`src/rtl/dac_ctrl_pkg.sv`:
```
// Constants and carrier types for the serial converter control block
package dac_ctrl_pkg;
	////////////////////////////////////////////////////////////////////////
	// Frame layout
	localparam logic [5:0] FRAME_BITS = 6'h20;
	localparam logic [5:0] CNT_MAX = 6'h3f;
	localparam int RW_BIT = 31;
	localparam int ADDR_HI = 30;
	localparam int ADDR_LO = 24;
	localparam int DATA_HI = 23;
	localparam int DATA_LO = 4;
	////////////////////////////////////////////////////////////////////////
	// Serial register addresses
	localparam logic [6:0] A_IDLE = 7'h00;
	localparam logic [6:0] A_CODE = 7'h01;
	localparam logic [6:0] A_SETUP1 = 7'h02;
	localparam logic [6:0] A_CLEAR = 7'h03;
	localparam logic [6:0] A_TRIGGER = 7'h04;
	localparam logic [6:0] A_STATUS = 7'h05;
	localparam logic [6:0] A_SETUP2 = 7'h06;
	////////////////////////////////////////////////////////////////////////
	// Field positions
	localparam int BIT_OUTPUT_POWER_DOWN = 4;
	localparam int BIT_CHAIN_DISABLE = 5;
	localparam int BIT_SETTLE_SPEED_SELECT = 10;
	localparam int BIT_ALARM_PIN_ENABLE = 12;
	localparam int BIT_LOAD_MODE_SELECT = 14;
	localparam int DEGLITCH_STEP_MASK_HI = 19;
	localparam int DEGLITCH_STEP_MASK_LO = 18;
	localparam int BIT_THERMAL_CAL_ENABLE = 23;
	localparam int BIT_THERMAL_CAL_START = 8;
	localparam int BIT_CAL_DONE_FLAG = 12;
	localparam int BIT_DEGLITCH_BYPASS = 7;
	localparam int UPDATE_RATE_HI = 5;
	localparam int UPDATE_RATE_LO = 4;
	////////////////////////////////////////////////////////////////////////
	// Reset values
	localparam logic [23:0] CODE_RST = 24'h000000;
	localparam logic [23:0] SETUP1_RST = 24'h004c80;
	localparam logic [23:0] CLEAR_RST = 24'h000000;
	localparam logic [23:0] SETUP2_RST = 24'h000040;
	////////////////////////////////////////////////////////////////////////
	// Host bus registers
	localparam logic [3:0] AXI_CAL_OFF = 4'h0;
	localparam logic [3:0] AXI_STAT_OFF = 4'h4;
	localparam logic [15:0] CAL_CYCLES_RST = 16'h0100;
	localparam logic [1:0] RESP_OKAY = 2'h0;
	localparam logic [1:0] RESP_SLVERR = 2'h2;
	////////////////////////////////////////////////////////////////////////
	// Types
	typedef enum logic [0:0] {FR_IDLE = 1'h0, FR_SHIFT = 1'h1} frame_t;
	typedef struct packed {
		logic sclk;
		logic sync_n;
		logic sdi;
	} serial_in_t;
endpackage : dac_ctrl_pkg

```
`src/rtl/dac_serial_ctrl.sv`:
```
// Serial register interface and control logic of a 20-bit voltage converter
`timescale 1ns/1ps
module dac_serial_ctrl (
	// Clock and reset
	input wire logic CLK,
	input wire logic SYS_RST,
	// Supply monitor
	input wire logic SUPPLY_OK,
	// Serial link
	input wire logic SCLK,
	input wire logic SYNC_N,
	input wire logic SDI,
	output logic SDO,
	output logic ALARM_N,
	// Converter controls
	output logic [19:0] DAC_CODE,
	output logic OUTPUT_POWER_DOWN,
	output logic DEGLITCH_BYPASS,
	output logic SETTLE_SPEED_SELECT,
	output logic [1:0] DEGLITCH_STEP_MASK,
	output logic [1:0] UPDATE_RATE,
	output logic CAL_BUSY,
	output logic CAL_DONE_FLAG,
	// AXI4-Lite write
	input wire logic [3:0] AWADDR,
	input wire logic AWVALID,
	output logic AWREADY,
	input wire logic [31:0] WDATA,
	input wire logic [3:0] WSTRB,
	input wire logic WVALID,
	output logic WREADY,
	output logic [1:0] BRESP,
	output logic BVALID,
	input wire logic BREADY,
	// AXI4-Lite read
	input wire logic [3:0] ARADDR,
	input wire logic ARVALID,
	output logic ARREADY,
	output logic [31:0] RDATA,
	output logic [1:0] RRESP,
	output logic RVALID,
	input wire logic RREADY
);
	typedef struct packed {
		dac_ctrl_pkg::serial_in_t s1;
		dac_ctrl_pkg::serial_in_t s2;
		dac_ctrl_pkg::serial_in_t s3;
		logic sup1;
		logic sup2;
	} sync_t;
	typedef struct packed {
		dac_ctrl_pkg::frame_t fr;
		logic [5:0] cnt;
		logic [31:0] sh;
		logic sdo;
		logic [31:0] rd_word;
		logic rd_pend;
		logic [23:0] code;
		logic [23:0] setup1;
		logic [23:0] clear;
		logic [23:0] setup2;
		logic [19:0] dac_out;
		logic cal_run;
		logic cal_done;
		logic [15:0] cal_cnt;
		logic alarm_n;
	} core_t;
	typedef struct packed {
		sync_t syn;
		core_t c;
	} state_t;
	localparam core_t CORE_RST = '{
		fr: dac_ctrl_pkg::FR_IDLE,
		code: dac_ctrl_pkg::CODE_RST,
		setup1: dac_ctrl_pkg::SETUP1_RST,
		clear: dac_ctrl_pkg::CLEAR_RST,
		setup2: dac_ctrl_pkg::SETUP2_RST,
		alarm_n: 1'b1,
		default: '0
	};
	// Synchroniser resets to the idle pin levels so no false select edge follows reset
	localparam dac_ctrl_pkg::serial_in_t PIN_IDLE = '{sclk: 1'b0, sync_n: 1'b1, sdi: 1'b0};
	localparam state_t ST_RST = '{syn: '{s1: PIN_IDLE, s2: PIN_IDLE, s3: PIN_IDLE, sup1: 1'b0,
		sup2: 1'b0}, c: CORE_RST};
	state_t st_r;
	state_t n;
	logic sclk_fall;
	logic sclk_rise;
	logic sync_fall;
	logic sync_rise;
	logic chain;
	logic commit;
	logic [31:0] word;
	logic [6:0] addr;
	logic [23:0] pay;
	logic [23:0] rb;
	logic [15:0] cal_cycles;
	////////////////////////////////////////////////////////////////////////
	// Edge detection on the synchronised link pins
	assign sclk_fall = st_r.syn.s3.sclk && !st_r.syn.s2.sclk;
	assign sclk_rise = !st_r.syn.s3.sclk && st_r.syn.s2.sclk;
	assign sync_fall = st_r.syn.s3.sync_n && !st_r.syn.s2.sync_n;
	assign sync_rise = !st_r.syn.s3.sync_n && st_r.syn.s2.sync_n;
	assign chain = !st_r.c.setup1[dac_ctrl_pkg::BIT_CHAIN_DISABLE];
	////////////////////////////////////////////////////////////////////////
	always_comb
	begin
		n = st_r;
		commit = 1'b0;
		word = st_r.c.sh;
		rb = 24'h000000;
		n.syn.s1 = '{sclk: SCLK, sync_n: SYNC_N, sdi: SDI};
		n.syn.s2 = st_r.syn.s1;
		n.syn.s3 = st_r.syn.s2;
		n.syn.sup1 = SUPPLY_OK;
		n.syn.sup2 = st_r.syn.sup1;
		// Calibration countdown
		if (st_r.c.cal_run)
		begin
			if (st_r.c.cal_cnt <= 16'h0001)
			begin
				n.c.cal_run = 1'b0;
				n.c.cal_done = 1'b1;
			end
			else
			begin
				n.c.cal_cnt = st_r.c.cal_cnt - 16'h0001;
			end
		end
		// Frame tracking and shifting
		if (sync_fall)
		begin
			n.c.fr = dac_ctrl_pkg::FR_SHIFT;
			n.c.cnt = 6'h00;
			if (st_r.c.rd_pend)
			begin
				n.c.sh = st_r.c.rd_word;
				n.c.rd_pend = 1'b0;
			end
		end
		else if (st_r.c.fr == dac_ctrl_pkg::FR_SHIFT)
		begin
			if (sync_rise)
			begin
				n.c.fr = dac_ctrl_pkg::FR_IDLE;
				commit = chain && (st_r.c.cnt >= dac_ctrl_pkg::FRAME_BITS);
			end
			else
			begin
				if (sclk_fall)
				begin
					n.c.sh = {st_r.c.sh[30:0], st_r.syn.s2.sdi};
					if (st_r.c.cnt != dac_ctrl_pkg::CNT_MAX)
						n.c.cnt = st_r.c.cnt + 6'h01;
					if (!chain && st_r.c.cnt == dac_ctrl_pkg::FRAME_BITS - 6'h01)
					begin
						commit = 1'b1;
						word = n.c.sh;
					end
				end
				if (sclk_rise)
					n.c.sdo = st_r.c.sh[31];
			end
		end
		// Decode of a completed frame
		addr = word[dac_ctrl_pkg::ADDR_HI:dac_ctrl_pkg::ADDR_LO];
		pay = {word[dac_ctrl_pkg::DATA_HI:dac_ctrl_pkg::DATA_LO], 4'h0};
		if (commit && word[dac_ctrl_pkg::RW_BIT])
		begin
			case (addr)
				dac_ctrl_pkg::A_CODE: rb = st_r.c.code;
				dac_ctrl_pkg::A_SETUP1: rb = st_r.c.setup1;
				dac_ctrl_pkg::A_CLEAR: rb = st_r.c.clear;
				dac_ctrl_pkg::A_STATUS: rb[dac_ctrl_pkg::BIT_CAL_DONE_FLAG] = st_r.c.cal_done;
				dac_ctrl_pkg::A_SETUP2: rb = st_r.c.setup2;
				default: rb = 24'h000000;
			endcase
			n.c.rd_word = {word[dac_ctrl_pkg::RW_BIT:dac_ctrl_pkg::ADDR_LO], rb};
			n.c.rd_pend = 1'b1;
		end
		else if (commit)
		begin
			case (addr)
				dac_ctrl_pkg::A_CODE:
				begin
					n.c.code = pay;
					if (!st_r.c.setup1[dac_ctrl_pkg::BIT_LOAD_MODE_SELECT])
						n.c.dac_out = pay[dac_ctrl_pkg::DATA_HI:dac_ctrl_pkg::DATA_LO];
				end
				dac_ctrl_pkg::A_SETUP1:
				begin
					n.c.setup1 = pay;
					if (st_r.c.setup1[dac_ctrl_pkg::BIT_SETTLE_SPEED_SELECT] ||
						st_r.c.setup2[dac_ctrl_pkg::BIT_DEGLITCH_BYPASS])
						n.c.setup1[19:18] = st_r.c.setup1[19:18];
				end
				dac_ctrl_pkg::A_CLEAR: n.c.clear = pay;
				dac_ctrl_pkg::A_TRIGGER:
				begin
					if (pay[dac_ctrl_pkg::BIT_THERMAL_CAL_START] && !st_r.c.cal_run &&
						st_r.c.setup1[dac_ctrl_pkg::BIT_THERMAL_CAL_ENABLE])
					begin
						n.c.cal_run = 1'b1;
						n.c.cal_done = 1'b0;
						n.c.cal_cnt = cal_cycles;
					end
				end
				dac_ctrl_pkg::A_SETUP2: n.c.setup2 = pay;
				default: n.c.rd_pend = st_r.c.rd_pend;
			endcase
		end
		n.c.alarm_n = !(n.c.cal_done && n.c.setup1[dac_ctrl_pkg::BIT_ALARM_PIN_ENABLE]);
		// Supply fault holds every core register at its default; the host-bus cal_cycles keeps its value
		if (!st_r.syn.sup2)
			n.c = CORE_RST;
	end
	always_ff @(posedge CLK)
	begin
		if (SYS_RST)
			st_r <= ST_RST;
		else
			st_r <= n;
	end
	////////////////////////////////////////////////////////////////////////
	// Host bus
	dac_axi_regs u_axi (
		.clk(CLK),
		.rst(SYS_RST),
		.awaddr(AWADDR),
		.awvalid(AWVALID),
		.awready(AWREADY),
		.wdata(WDATA),
		.wstrb(WSTRB),
		.wvalid(WVALID),
		.wready(WREADY),
		.bresp(BRESP),
		.bvalid(BVALID),
		.bready(BREADY),
		.araddr(ARADDR),
		.arvalid(ARVALID),
		.arready(ARREADY),
		.rdata(RDATA),
		.rresp(RRESP),
		.rvalid(RVALID),
		.rready(RREADY),
		.stat_word({29'h00000000, st_r.c.fr == dac_ctrl_pkg::FR_SHIFT, st_r.c.cal_done,
			st_r.c.cal_run}),
		.cal_cycles(cal_cycles)
	);
	////////////////////////////////////////////////////////////////////////
	// Outputs
	assign SDO = st_r.c.sdo;
	assign ALARM_N = st_r.c.alarm_n;
	assign DAC_CODE = st_r.c.dac_out;
	assign OUTPUT_POWER_DOWN = st_r.c.setup1[dac_ctrl_pkg::BIT_OUTPUT_POWER_DOWN];
	assign DEGLITCH_BYPASS = st_r.c.setup2[dac_ctrl_pkg::BIT_DEGLITCH_BYPASS];
	assign SETTLE_SPEED_SELECT = st_r.c.setup1[dac_ctrl_pkg::BIT_SETTLE_SPEED_SELECT];
	assign DEGLITCH_STEP_MASK =
		st_r.c.setup1[dac_ctrl_pkg::DEGLITCH_STEP_MASK_HI:dac_ctrl_pkg::DEGLITCH_STEP_MASK_LO];
	assign UPDATE_RATE =
		st_r.c.setup2[dac_ctrl_pkg::UPDATE_RATE_HI:dac_ctrl_pkg::UPDATE_RATE_LO];
	assign CAL_BUSY = st_r.c.cal_run;
	assign CAL_DONE_FLAG = st_r.c.cal_done;

	logic in_frame;
	assign in_frame = st_r.syn.sup2 && st_r.c.fr == dac_ctrl_pkg::FR_SHIFT &&
		!sync_rise && !sync_fall;
endmodule : dac_serial_ctrl

```
`src/rtl/dac_axi_regs.sv`:
```
// AXI4-Lite slave holding the calibration length and showing block status
`timescale 1ns/1ps
module dac_axi_regs (
	// Clock and reset
	input wire logic clk,
	input wire logic rst,
	// Write channels
	input wire logic [3:0] awaddr,
	input wire logic awvalid,
	output logic awready,
	input wire logic [31:0] wdata,
	input wire logic [3:0] wstrb,
	input wire logic wvalid,
	output logic wready,
	output logic [1:0] bresp,
	output logic bvalid,
	input wire logic bready,
	// Read channels
	input wire logic [3:0] araddr,
	input wire logic arvalid,
	output logic arready,
	output logic [31:0] rdata,
	output logic [1:0] rresp,
	output logic rvalid,
	input wire logic rready,
	// Block side
	input wire logic [31:0] stat_word,
	output logic [15:0] cal_cycles
);
	typedef struct packed {
		logic wr_take;
		logic bvalid;
		logic [1:0] bresp;
		logic rd_take;
		logic rvalid;
		logic [1:0] rresp;
		logic [31:0] rdata;
		logic [15:0] cal_cycles;
	} axi_st_t;
	localparam axi_st_t AXI_RST = '{cal_cycles: dac_ctrl_pkg::CAL_CYCLES_RST, default: '0};
	axi_st_t st_r;
	axi_st_t st_nxt;
	////////////////////////////////////////////////////////////////////////
	always_comb
	begin
		st_nxt = st_r;
		st_nxt.wr_take = awvalid && wvalid && !st_r.wr_take && !st_r.bvalid;
		st_nxt.rd_take = arvalid && !st_r.rd_take && !st_r.rvalid;
		// Address and data are taken together on the ready pulse
		if (st_r.wr_take)
		begin
			st_nxt.bvalid = 1'b1;
			st_nxt.bresp = dac_ctrl_pkg::RESP_SLVERR;
			if (awaddr == dac_ctrl_pkg::AXI_CAL_OFF)
			begin
				st_nxt.bresp = dac_ctrl_pkg::RESP_OKAY;
				if (wstrb[0])
					st_nxt.cal_cycles[7:0] = wdata[7:0];
				if (wstrb[1])
					st_nxt.cal_cycles[15:8] = wdata[15:8];
			end
			else if (awaddr == dac_ctrl_pkg::AXI_STAT_OFF)
				st_nxt.bresp = dac_ctrl_pkg::RESP_OKAY;
		end
		else if (st_r.bvalid && bready)
			st_nxt.bvalid = 1'b0;
		if (st_r.rd_take)
		begin
			st_nxt.rvalid = 1'b1;
			st_nxt.rresp = dac_ctrl_pkg::RESP_OKAY;
			case (araddr)
				dac_ctrl_pkg::AXI_CAL_OFF: st_nxt.rdata = {16'h0000, st_r.cal_cycles};
				dac_ctrl_pkg::AXI_STAT_OFF: st_nxt.rdata = stat_word;
				default:
				begin
					st_nxt.rdata = 32'h00000000;
					st_nxt.rresp = dac_ctrl_pkg::RESP_SLVERR;
				end
			endcase
		end
		else if (st_r.rvalid && rready)
			st_nxt.rvalid = 1'b0;
	end
	always_ff @(posedge clk)
	begin
		if (rst)
			st_r <= AXI_RST;
		else
			st_r <= st_nxt;
	end
	assign awready = st_r.wr_take;
	assign wready = st_r.wr_take;
	assign bvalid = st_r.bvalid;
	assign bresp = st_r.bresp;
	assign arready = st_r.rd_take;
	assign rvalid = st_r.rvalid;
	assign rresp = st_r.rresp;
	assign rdata = st_r.rdata;
	assign cal_cycles = st_r.cal_cycles;
endmodule : dac_axi_regs

```
`config.mk`:
```
export PLATFORM = sky130hd
export DESIGN_NAME = dac_serial_ctrl
export DESIGN_NICKNAME = d
export VERILOG_FILES = /design/src/rtl/dac_ctrl_pkg.sv /design/src/rtl/dac_serial_ctrl.sv /design/src/rtl/dac_axi_regs.sv
export SDC_FILE = /design/constraint.sdc
export NUM_CORES = 1
export LEC_CHECK = 0
export BUFFER_PORTS_ARGS = -buffer_cell sky130_fd_sc_hd__buf_2
export CELL_PAD_IN_SITES_DETAIL_PLACEMENT = 1
export CELL_PAD_IN_SITES_GLOBAL_PLACEMENT = 1
export CORE_MARGIN = 2
export CORE_UTILIZATION = 44
export CTS_CLUSTER_SIZE = 16
export DETAILED_ROUTE_END_ITERATION = 12
export MAX_ROUTING_LAYER = met4
export PLACE_DENSITY = 0.88
export SLEW_MARGIN = 20
export SYNTH_ARGS = -nofsm -noshare
export SYNTH_HDL_FRONTEND = slang
export SYNTH_SLANG_ARGS = --single-unit
export TNS_END_PERCENT = 30
```
`constraint.sdc`:
```
create_clock -name CLK -period 3.5 [get_ports CLK]
set_input_delay 0.35 -clock CLK [delete_from_list [all_inputs] [get_ports CLK]]
set_output_delay 0.35 -clock CLK [all_outputs]
set_load 0.03 [all_outputs]
```
==> qor.csv <==
stage,metric,value,unit
outcome,status,finished clean,
detailed_routing,drt drc,0,
sta,Fin. Hold Viols,0,
finish,Layout Cells excl Fill,1477,
global_route,vias in the first global route,9461,
clock_tree,CTS sink count,236,
critical_path,critical path's top delay family,simple AND/OR/NAND/NOR gates,
detailed_routing,vias per inst,6.015,
critical_path,CP Max Fanout,13,
place,number of buffers inserted by port buffering,90,
place,DP Cell Count,1429,
die,CORE AREA,22710,sq um
clock_tree,Worst-path clk slew,0.06,ns
detailed_routing,Avg WL per Cell,21.23,microns
synthesis,synth cell count leaders,"dfxtp_1, nor2_1, a211oi_1",
clock_tree,CTS Buf Count,26,
finish,P&R area growth vs syn,14.12,%
hold_path,Hold WC Path Type,in -> reg,
sta,RSZ-0062 raised after global routing,no,
die,IO Pins,127,
pwr,PD cells,511.3,nW/um^2
clock_tree,Post-CTS Hold Fix Bufs,0,
sta,Final Setup Violations,0,
clock_tree,Clock Tree Buf Depth,3,
sta,Worst Skew,0.01192,ns
synthesis,ys async rst share,0,%
synthesis,Yosys cell types,66,
die,Die Wd,156.2,microns
sta,Worst-Margin Slew,0.8347,ns
critical_path,crit path DAT,3.57,ns
run,Max Cap Violations,0,
finish,FILL cells,2632,
global_route,gr usage total,26.34,%
critical_path,crit path cell chain,inv_1 > ha_1 > or2_1 > or4_4 > mux2i_4 > buf_4 > a22o_1 > a221oi_1 > o21ai_0,
critical_path,Crit-path slowest cell,or4_4,
finish,Final #Nets,1234,
sta,Rel. slew slack,44.22,%
detailed_routing,ANT nets after route,0,
die,Die Ht,156.2,microns
synthesis,"count leader, synth",dfxtp_1,
synthesis,Yosys warnings,0,
die,Starting Density,44.87,%
critical_path,CP endpoint kind,flip-flop,
critical_path,Crit Path Category,reg -> reg,
finish,"Design Area, Final",11630,sq um
finish,Util after Layout,51.21,%
clock_tree,CTS resizes,0,
synthesis,Cells after Synth,1138,
place,GP Congestion,0.8290,
synthesis,Post-synth EDFFs,0,
detailed_routing,via count,8884,
die,standard-cell rows,55,
pwr,P_leak,0.004267,uW
synthesis,post-synth top area cell,dfxtp_1,
sta,Final Max Tran Viols,0,
sta,setup TNS,0,ns
synthesis,#FFs+latches synth,236,
detailed_routing,first-pass detailed-route iteration total,5,
sta,Final Critical Period,3.149,ns
clock_tree,Skew-Pair Late Insertion Delay,0.53,ns
global_route,first-pass GRT wire length,50.30,mm
sta,period utilization,89.98,%
finish,share of layout cells above drive strength 1,16.46,%
synthesis,"Cell Area, Synth",10190,sq um
die,die area,24390,sq um
synthesis,top area cells in the synthesized netlist,"dfxtp_1, a211oi_1, nor2_1",
synthesis,Main synth FF type,dfxtp_1,
synthesis,post-synthesis sequential area ratio,46.37,%
synthesis,"Avg Cell Area, Syn",8.954,sq um
global_route,"Remaining Overflow, GRT",0,
place,Placed Area,10640,sq um
global_route,initial antenna violation count,1,
pwr,worst vdd rail ir drop,0.0003258,V
global_route,largest net degree at the start of global routing,55,
clock_tree,CTS tree,yes,
clock_tree,setup bufs post-CTS,0,
detailed_routing,drt first-iter violations,628,
detailed_routing,Routed WL,31.35,mm
clock_tree,H-tree levels,1,
critical_path,Crit path buffers/inverters,2,
synthesis,post-synth top area share,46.37,%
critical_path,Slowest Stage Delay on Critical Path,0.72,ns
place,Detail Placement HPWL,18.08,mm
critical_path,Worst Setup Start Kind,flip-flop,
clock_tree,root buffer cell,clkbuf_16,
critical_path,Worst Path Required,3.92,ns
sta,fmax,317.5,MHz
==> cell type report <==
| type | instances | area [sq um] | share of cell area [%] |
|---|---|---|---|
| antenna | 1 | 2.502 | 0.02152 |
| clock buffer | 35 | 765.7 | 6.585 |
| clock inverter | 12 | 219.0 | 1.883 |
| inverter | 14 | 52.55 | 0.4519 |
| multi-input combinational | 776 | 4797 | 41.25 |
| sequential | 236 | 4725 | 40.63 |
| tap | 285 | 356.6 | 3.066 |
| timing repair buffer | 118 | 710.7 | 6.111 |
==> power by group <==
| group | total [uW] | internal (uW) | switching (uW) |
|---|---|---|---|
| clock | 3110 | 1970 | 1140 |
| combinational | 130 | 34.5 | 95.4 |
| sequential | 2700 | 2690 | 6.94 |
==> cells in the final DEF, fill, tap and decap left out, types with 27 or more instances in the layout <==
master	netlist	layout
dfxtp_1	236	236
nor2_1	210	208
a211oi_1	131	131
buf_2	20	90
nand2_1	54	54
a21oi_1	45	45
mux2i_1	39	39
o21ai_0	31	31
a22oi_1	28	28
clkbuf_16	0	27
==> routing by layer <==
metal	global-route usage [%]	vias to the layer above	share of wire, %
met5	-	-	0
met4	11.88	0	3.9
met3	3.917	98	5.4
met2	45.05	307	49
met1	30.68	4393	41
li1	-	4086	-
==> worst register-to-register path: cells and delay by family (launching register included) <==
family                     cells  cell delay, ns
DFF                            1            0.35
adders and majority gates      1            0.24
AOI/OAI and AO/OA              3            0.52
and+or+nand+nor                2            1.02
muxes                          1            0.51
buffers and inverters          2            0.40
==> worst paths after layout <==
| kind | from | end | slack [ns] | cells past startpoint |
|---|---|---|---|---|
| setup / recovery | st_r[211] | st_r[141] | 0.35 | 9 |
| hold / removal | SYNC_N | n[214] | 0.06 | 2 |
| hold reg to reg | n[214] | n[211] | 0.43 | 1 |
| setup reg to reg | st_r[211] | st_r[141] | 0.35 | 9 |
==> cell families (layout without fill, tap and decap cells) <==
group                      after synthesis  after routing  share of synthesized area, %
and+or+nand+nor                        382            382                         17.57
buffers and inverters                  143            179                         7.392
AOI/OAI and AO/OA                      308            308                         21.64
other                                    1             19                       0.03680
DFF                                    236            236                         46.37
muxes                                   47             47                         4.936
adders and majority gates                7              7                        0.8595
xor gates and xnor gates                14             14                         1.203
==> flip-flops by register name (all words and copies together), names as in the netlist, 2 cells and up <==
name	flops
UPDATE_RATE	2
u_axi.rdata	16
DEGLITCH_STEP_MASK	2
n	7
DAC_CODE	20
st_r	160
u_axi.cal_cycles	16
==> through the flow <==
stage / setup WS, ns / power [uW] / hold slack, ns
5_1_grt: 0.2947 / 6096 / 0.03786
3_3_place_gp: 0.6595 / 2883 / 0.3965
4_1_cts: 0.3811 / 5977 / 0.001104
3_5_place_dp: 0.5438 / 2886 / 0.4279
2_1_floorplan: 0.9664 / 2857 / 0.3895
6_report: 0.3508 / 5946 / 0.05876
No activity file was read; power rests on OpenSTA's default activity.
